**src/verilog/ocb_pkg.sv**
```systemverilog
// Package with addresses, field layout, reset values and carrier types of the output configuration bank.
package ocb_pkg;

    // The subsystem ID is fixed for this bank; the value is an arbitrary choice.
    localparam logic [2:0] SUB_ID       = 3'h0;

    localparam logic [3:0] ADDR_CONFIG  = 4'h3;
    localparam logic [3:0] ADDR_CALBIAS = 4'h4;
    localparam logic [3:0] ADDR_COARSE  = 4'h5;
    localparam logic [3:0] ADDR_UPPER   = 4'h6;
    localparam logic [3:0] ADDR_GAIN    = 4'h7;

    localparam int NUM_REGS   = 5;
    localparam int REG_W      = 9;
    localparam int IDX_CONFIG = 0;
    localparam int IDX_CALB   = 1;
    localparam int IDX_GAIN   = 4;

    localparam int PRIO_LSB   = 0;
    localparam int POS_EN_BIT = 2;
    localparam int NEG_EN_BIT = 3;
    localparam int TERM_BIT   = 4;
    localparam int RES_BIT    = 5;
    localparam int MUTE_LSB   = 7;
    localparam int GAIN_LSB   = 0;

    localparam logic [1:0] PRIO_LOW  = 2'h1;
    localparam logic [1:0] PRIO_BEST = 2'h3;
    localparam logic [3:0] GAIN_MAX  = 4'ha;
    localparam logic [5:0] DIV_MAX   = 6'h3e;

    localparam logic [8:0] RST_CONFIG  = 9'h092;
    localparam logic [8:0] RST_CALBIAS = 9'h0c9;
    localparam logic [8:0] RST_COARSE  = 9'h0aa;
    localparam logic [8:0] RST_UPPER   = 9'h0ff;
    localparam logic [8:0] RST_GAIN    = 9'h0f1;

    localparam logic       RST_MUTED   = 1'h1;
    localparam logic [5:0] RST_RATIO   = 6'h01;

    typedef enum logic [1:0] {
        ocb_mute_div_zero,
        ocb_mute_cal,
        ocb_mute_cal_unlock,
        ocb_mute_always
    } ocb_mute_e;

    // One main-register write: data in the upper nine bits, then address, then subsystem ID.
    typedef struct packed {
        logic [8:0] data;
        logic [3:0] addr;
        logic [2:0] id;
    } ocb_wr_s;

    typedef struct packed {
        logic [1:0] prio;
        logic       low_current;
        logic       best_noise;
        logic       pos_en;
        logic       neg_en;
        logic       int_term;
        logic       raise_res;
        ocb_mute_e  mute_mode;
        logic [3:0] gain;
        logic       gain_valid;
    } ocb_cfg_s;

    localparam ocb_cfg_s CFG_RST = '{
        prio:        2'h2,
        low_current: 1'h0,
        best_noise:  1'h0,
        pos_en:      1'h0,
        neg_en:      1'h0,
        int_term:    1'h1,
        raise_res:   1'h0,
        mute_mode:   ocb_mute_cal,
        gain:        4'h1,
        gain_valid:  1'h1
    };

endpackage : ocb_pkg

```
**src/verilog/ocb_mute.sv**
```systemverilog
// Mute decision and output divide ratio decode of the output configuration bank.
`timescale 1ns/1ps

module ocb_mute (
    input  wire logic              clk_sys,
    input  wire logic              nrst,
    input  wire ocb_pkg::ocb_mute_e mute_mode,
    input  wire logic [5:0]        divide_ratio,
    input  wire logic              cal_active,
    input  wire logic              lock_gpo,
    output logic                   muted,
    output logic [5:0]             eff_ratio
);

    typedef struct packed {
        logic       muted;
        logic [5:0] eff_ratio;
    } ocb_mute_state_s;

    ocb_mute_state_s st_r;
    ocb_mute_state_s st_nxt;

    always_comb begin
        st_nxt = st_r;
        // Odd ratios above one fall back to the even ratio below; beyond the top the top ratio holds.
        if (divide_ratio <= 6'h01) begin
            st_nxt.eff_ratio = divide_ratio;
        end else if (divide_ratio > ocb_pkg::DIV_MAX) begin
            st_nxt.eff_ratio = ocb_pkg::DIV_MAX;
        end else begin
            st_nxt.eff_ratio = {divide_ratio[5:1], 1'h0};
        end
        case (mute_mode)
            ocb_pkg::ocb_mute_div_zero:   st_nxt.muted = (divide_ratio == 6'h00);
            ocb_pkg::ocb_mute_cal:        st_nxt.muted = cal_active;
            ocb_pkg::ocb_mute_cal_unlock: st_nxt.muted = cal_active || !lock_gpo;
            default:                      st_nxt.muted = 1'h1;
        endcase
    end

    always_ff @(posedge clk_sys or negedge nrst) begin
        if (!nrst) begin
            st_r.muted     <= ocb_pkg::RST_MUTED;
            st_r.eff_ratio <= ocb_pkg::RST_RATIO;
        end else begin
            st_r <= st_nxt;
        end
    end

    assign muted     = st_r.muted;
    assign eff_ratio = st_r.eff_ratio;
endmodule : ocb_mute

```
**src/verilog/ocb_bank.sv**
```systemverilog
// Top of the write-only output configuration bank: indirect write decode, five registers and decoded controls.
`timescale 1ns/1ps

// Function
// Priority code 01 low current, 11 best noise
// Bit 2 enables positive output pin
// Bit 3 enables negative output pin
// Bit 4 enables internal termination, resets one
// Bit 5 raises output termination resistance
// Mute mode field selects muting condition
// Combined mode mutes on calibration or unlock
// Mute codes map in order, reset 01
// Gain code resets 0001, valid through 1010
// Host writes reserved fields with defaults
// Host keeps calibration bias register default
// Write word carries ID, address, data
// Divide ratio zero mutes, one undivided
module ocb_bank (
    input  wire logic             clk_sys,
    input  wire logic             nrst,
    input  wire logic             wr_stb,
    input  wire ocb_pkg::ocb_wr_s wr_word,
    input  wire logic [5:0]       divide_ratio,
    input  wire logic             cal_active,
    input  wire logic             lock_gpo,
    output ocb_pkg::ocb_cfg_s     cfg,
    output logic                  calbias_ok,
    output logic                  muted,
    output logic [5:0]            eff_ratio
);

    typedef struct packed {
        logic [ocb_pkg::NUM_REGS-1:0][ocb_pkg::REG_W-1:0] regs;
        ocb_pkg::ocb_cfg_s                                cfg;
        logic                                             calbias_ok;
    } ocb_bank_state_s;

    ocb_bank_state_s st_r;
    ocb_bank_state_s st_nxt;
    logic            wr_hit;
    logic [3:0]      wr_off;
    logic [8:0]      cfg_reg;
    logic [8:0]      gain_reg;

    // Only this subsystem and the addresses of this bank are taken; anything else belongs to another bank.
    assign wr_hit = wr_stb && (wr_word.id == ocb_pkg::SUB_ID) && (wr_word.addr >= ocb_pkg::ADDR_CONFIG)
                    && (wr_word.addr <= ocb_pkg::ADDR_GAIN);
    assign wr_off = wr_word.addr - ocb_pkg::ADDR_CONFIG;

    always_comb begin
        st_nxt = st_r;
        if (wr_hit) begin
            st_nxt.regs[wr_off[2:0]] = wr_word.data;
        end
        cfg_reg  = st_nxt.regs[ocb_pkg::IDX_CONFIG];
        gain_reg = st_nxt.regs[ocb_pkg::IDX_GAIN];
        st_nxt.cfg.prio        = cfg_reg[ocb_pkg::PRIO_LSB +: 2];
        st_nxt.cfg.low_current = (cfg_reg[ocb_pkg::PRIO_LSB +: 2] == ocb_pkg::PRIO_LOW);
        st_nxt.cfg.best_noise  = (cfg_reg[ocb_pkg::PRIO_LSB +: 2] == ocb_pkg::PRIO_BEST);
        st_nxt.cfg.pos_en      = cfg_reg[ocb_pkg::POS_EN_BIT];
        st_nxt.cfg.neg_en      = cfg_reg[ocb_pkg::NEG_EN_BIT];
        st_nxt.cfg.int_term    = cfg_reg[ocb_pkg::TERM_BIT];
        st_nxt.cfg.raise_res   = cfg_reg[ocb_pkg::RES_BIT];
        st_nxt.cfg.mute_mode   = ocb_pkg::ocb_mute_e'(cfg_reg[ocb_pkg::MUTE_LSB +: 2]);
        st_nxt.cfg.gain        = gain_reg[ocb_pkg::GAIN_LSB +: 4];
        // Codes past the top swing step are still stored, but flagged so the output stage can ignore them.
        st_nxt.cfg.gain_valid  = (gain_reg[ocb_pkg::GAIN_LSB +: 4] <= ocb_pkg::GAIN_MAX);
        // Other calibration bias settings are not supported, so this flag tells software it has left them.
        st_nxt.calbias_ok      = (st_nxt.regs[ocb_pkg::IDX_CALB] == ocb_pkg::RST_CALBIAS);
    end

    always_ff @(posedge clk_sys or negedge nrst) begin
        if (!nrst) begin
            st_r.regs       <= {ocb_pkg::RST_GAIN, ocb_pkg::RST_UPPER, ocb_pkg::RST_COARSE,
                                ocb_pkg::RST_CALBIAS, ocb_pkg::RST_CONFIG};
            st_r.cfg        <= ocb_pkg::CFG_RST;
            st_r.calbias_ok <= 1'h1;
        end else begin
            st_r <= st_nxt;
        end
    end

    assign cfg        = st_r.cfg;
    assign calbias_ok = st_r.calbias_ok;

    ocb_mute u_mute (
        .clk_sys      (clk_sys),
        .nrst         (nrst),
        .mute_mode    (st_r.cfg.mute_mode),
        .divide_ratio (divide_ratio),
        .cal_active   (cal_active),
        .lock_gpo     (lock_gpo),
        .muted        (muted),
        .eff_ratio    (eff_ratio)
    );
endmodule : ocb_bank

```
**config.mk**
```make
export PLATFORM = sky130hd
export DESIGN_NAME = ocb_bank
export DESIGN_NICKNAME = d
export VERILOG_FILES = /design/src/verilog/ocb_pkg.sv /design/src/verilog/ocb_mute.sv /design/src/verilog/ocb_bank.sv
export SDC_FILE = /design/constraint.sdc
export NUM_CORES = 1
export LEC_CHECK = 0
export ABC_AREA = 1
export BUFFER_PORTS_ARGS = -buffer_cell sky130_fd_sc_hd__buf_2
export CAP_MARGIN = 20
export CELL_PAD_IN_SITES_DETAIL_PLACEMENT = 0
export CELL_PAD_IN_SITES_GLOBAL_PLACEMENT = 1
export CORE_AREA = 2 2 65 67
export DETAILED_ROUTE_END_ITERATION = 12
export DIE_AREA = 0 0 67 69
export PLACE_DENSITY = 0.92
export SYNTH_ARGS = -nofsm -noshare
export SYNTH_HDL_FRONTEND = slang
export SYNTH_HIERARCHICAL = 1
export SYNTH_SLANG_ARGS = --single-unit
```
**constraint.sdc**
```tcl
create_clock -name clk_sys -period 2.8 [get_ports clk_sys]
set_clock_uncertainty 0.15 [all_clocks]
set_input_delay 0.14 -clock clk_sys [delete_from_list [all_inputs] [get_ports clk_sys]]
set_output_delay 0.14 -clock clk_sys [all_outputs]
set_load 0.005 [all_outputs]
```
==> key figures <==
Setup path
  • Slowest cell on crit path: sky130_fd_sc_hd__nand3_1
  • Category of the critical setup timing path: in -> reg
  • Arrival time worst endpoint: around 1700 ps
  • Series of cell instances along the critical path: buf_2 > ha_1 > nand2_1 > nand2_2 > nor2_4 > nand3_1 > o21ai_1 > nor2_1
  • Crit path launch type: input port
  • FF-to-FF End: calbias_ok
  • Critical Path Start: wr_word[3]
  • CP max stage delay: about 420 ps
  • End point of the critical path: cfg[12]
  • Reg2Reg Launch Point: st_r[32]
  • Critical path peak fanout: 11
  • Setup slack of the worst register-to-register path: 1610 ps
  • Worst Path Required: 2810 ps
  • Crit path capture type: flop
  • Length in cells of the worst reg-to-reg path: 6

GRT
  • Global-route total usage across every layer: 13.7%
  • Wire length of the first global-routing pass: ~4700 microns
  • Maximum number of pins on one net before global-route repair: 33
  • Via count of the first global-routing pass: 1075
  • Final global-route overflow total: 0
  • Number of antenna violations at the first check in global routing: 0

Yosys
  • Distinct cell type count after synthesis: 28
  • Syn nets: 182
  • Area leader, netlist: sky130_fd_sc_hd__dfrtp_1
  • Most frequently used cell type in the post-synthesis netlist: sky130_fd_sc_hd__nand2_1
  • Top cells by area, synth: sky130_fd_sc_hd__dfrtp_1 (33%), sky130_fd_sc_hd__dfstp_2 (21%), sky130_fd_sc_hd__buf_4 (7.4%)
  • Share of Yosys cell area claimed by the top area cell type: between 30% and 40%
  • Part of the Yosys area used for sequential elements: 53.8%
  • Number of synthesized register bits: 32
  • Top flip-flop cell by instance count after synthesis: sky130_fd_sc_hd__dfrtp_1
  • Yosys Warn Count: 6
  • Async set-or-reset flop fraction in the synthesized netlist: 100%
  • Cell area after technology mapping: ~1500 sq um
  • Mean instance size in the synthesized netlist: slightly below 10 sq um
  • Post-synth EDFFs: 0
  • Number of cells produced by synthesis: 154
  • List of most frequent post-synthesis cells: sky130_fd_sc_hd__nand2_1 (25), sky130_fd_sc_hd__dfrtp_1 (20), sky130_fd_sc_hd__inv_1 (20)

Layout
  • Final instance area: between 1500 and 2000 sq um
  • Non-filler cells, final: between 200 and 300
  • Total Nets Final: between 200 and 250
  • Final core area utilization: 49.2%
  • Number of flip-flops under the largest register name: 20
  • Antenna diode count: 0
  • Post-synthesis to final-layout area growth: 26.8%
  • Fraction of layout instances using a drive strength above 1: between 40% and 50%

CTS
  • Clock Tree Buf Depth: 2
  • Inserted Clock Buffers: 5
  • Clock tree from TritonCTS: yes
  • Clock latency on the worst-skew pair: 280 ps
  • CTS clk-pin slew, worst paths: 60 ps
  • Clk sink count: 32
  • H-tree levels: 2
  • Cell at the root of the clock tree: sky130_fd_sc_hd__clkbuf_8
  • # Post-CTS Setup Buffers: 0
  • Number of gates resized after cts: 0

Timing
  • Aggregate negative setup slack: 0 ps
  • Final critical-path share of the clock period: between 50% and 60%
  • Count of final setup violators: 0
  • RSZ-0062 raised after global routing: false
  • Maximum achievable frequency: between 500 and 600 MHz
  • Worst Tran Pin Value: roughly 670 ps
  • Normalized max-slew margin: a little under three fifths
  • Final hold violation count: 0
  • Post-layout minimum cycle time: approximately 1700 ps
  • Max-slew violation count: 0

Power and ir drop
  • Clock Power Share: a little over a third
  • Net Sw Power: 0.238 mW
  • Max IR drop VDD: around 250 uV
  • P per Cell Area: 533 nW/um^2
  • Internal portion of total power: 0.787 mW
  • Combinational group share of total power: around 14%
  • LEAKAGE: 1.01 nW
  • Seq pwr share: between 50% and 60%
  • Switching part of the total: roughly 23%

Route
  • WL per Instance: between 10 and 15 microns
  • Antenna Violating Nets Remaining: 0
  • Vias: 1105
  • Mean number of vias per cell: about 4.4
  • Total wire length: roughly 2800 microns
  • Remaining design rule violation count: 0
  • First-pass detailed-route iteration total: 4
  • First DRT Iteration DRCs: 15

Hold path
  • Class of the worst hold path: in -> reg

Floorplan
  • Floorplan core area: a little under 4000 sq um
  • Number of I/O pins: 50
  • Die span in y: 69 microns
  • X dimension of the die: 67 microns
  • Starting utilization of the core area: approximately 39%
  • Number of rows in the core area: 23
  • Area of the die: between 4000 and 5000 sq um

Status
  • Result of the run: finished clean

Place
  • Number of buffers inserted by port buffering: slightly below 50
  • Total half-perimeter wirelength after legalization and detailed placement: roughly 2000 microns
  • Cell count after placement: around 230
  • Routability cong.: 0.691
  • DP Area: 1680 sq um

Job
  • Max Cap Viol: 0
timing repair:
action	CTS	global route
hold endpoints to repair	37	0
hold buffers	15	0
endpoints found under the setup margin	0	0
worst max-delay path: cells and delay by family:
family / cells / cell delay, ps
buf+inv: 1 / 130
compound gates: 1 / 340
simple gates: 5 / 860
fa+ha+maj: 1 / 220
cell usage in the layout (no fill, tap or decap), types with 3 or more instances in the layout:
cell                            Yosys  layout
sky130_fd_sc_hd__buf_2              1      49
sky130_fd_sc_hd__nand2_1           25      25
sky130_fd_sc_hd__inv_1             20      20
sky130_fd_sc_hd__dfrtp_1           20      20
sky130_fd_sc_hd__dlygate4sd3_1      0      15
sky130_fd_sc_hd__nor2_1            12      12
sky130_fd_sc_hd__dfstp_2           12      12
sky130_fd_sc_hd__clkbuf_8           0       7
sky130_fd_sc_hd__nand4_1            6       6
sky130_fd_sc_hd__nand2_2            5       5
sky130_fd_sc_hd__o21ai_1            5       5
sky130_fd_sc_hd__o21ai_0            4       4
sky130_fd_sc_hd__mux2_2             4       4
sky130_fd_sc_hd__nand3_1            3       3
sky130_fd_sc_hd__o21ai_2            3       3
area by class of cell:
type                       count  area, sq um
timing repair buffer          64          395
sequential                    32          816
multi-input combinational     78          472
tap                           50         62.6
fill                         403         1990
clock buffer                   7         96.3
inverter                      22         82.6
routing by layer:
metal | global-route usage [%] | vias to the layer above | routed length, microns
li1 | - | 559 | -
met1 | 15.9 | 519 | 1170
met2 | 22.3 | 22 | 1460
met3 | 4.08 | 5 | 112
met4 | 6.80 | 0 | 61
met5 | 0 | - | 0
power groups by stage:
stage	logic [mW]	clock network, mW	registers [mW]
finish	0.140	0.372	0.513
global route	0.158	0.408	0.516
CTS	0.142	0.387	0.513
detailed placement	0.125	0	0.521
global placement	0.121	0	0.520
floorplan	0.0864	0	0.519
per-stage QoR:
stage	worst slack [ps]	hold slack [ps]	power, mW
final	1120	8.82	1.02
after global routing	935	22.8	1.08
after CTS	1130	8.52	1.04
after detailed placement	837	77.4	0.646
after global placement	918	72.1	0.641
after floorplan	1310	-306	0.605
cell families (layout without fill, tap and decap cells):
| group | count (synthesis) | after routing | share of synthesized area (%) |
|---|---|---|---|
| AOI/OAI and AO/OA | 13 | 13 | 5.03 |
| adders and majority gates | 1 | 1 | 0.824 |
| buffers and inverters | 44 | 93 | 15.2 |
| DFF | 32 | 32 | 53.8 |
| muxes | 5 | 5 | 3.71 |
| and+or+nand+nor | 59 | 59 | 21.5 |
how the worst min path moves through the flow:
| stage | start | endpoint | cells past startpoint |
|---|---|---|---|
| 2_1_floorplan | nrst | cfg[11] | 0 |
| 3_3_place_gp | nrst | u_mute/eff_ratio[5] | 1 |
| 3_5_place_dp | nrst | st_r[19] | 1 |
| 4_1_cts | wr_word[8] | st_r[17] | 3 |
| 5_1_grt | wr_word[8] | st_r[17] | 3 |
| 6_report | wr_word[8] | st_r[17] | 3 |
Note: power is estimated with default switching activity, not from simulation.
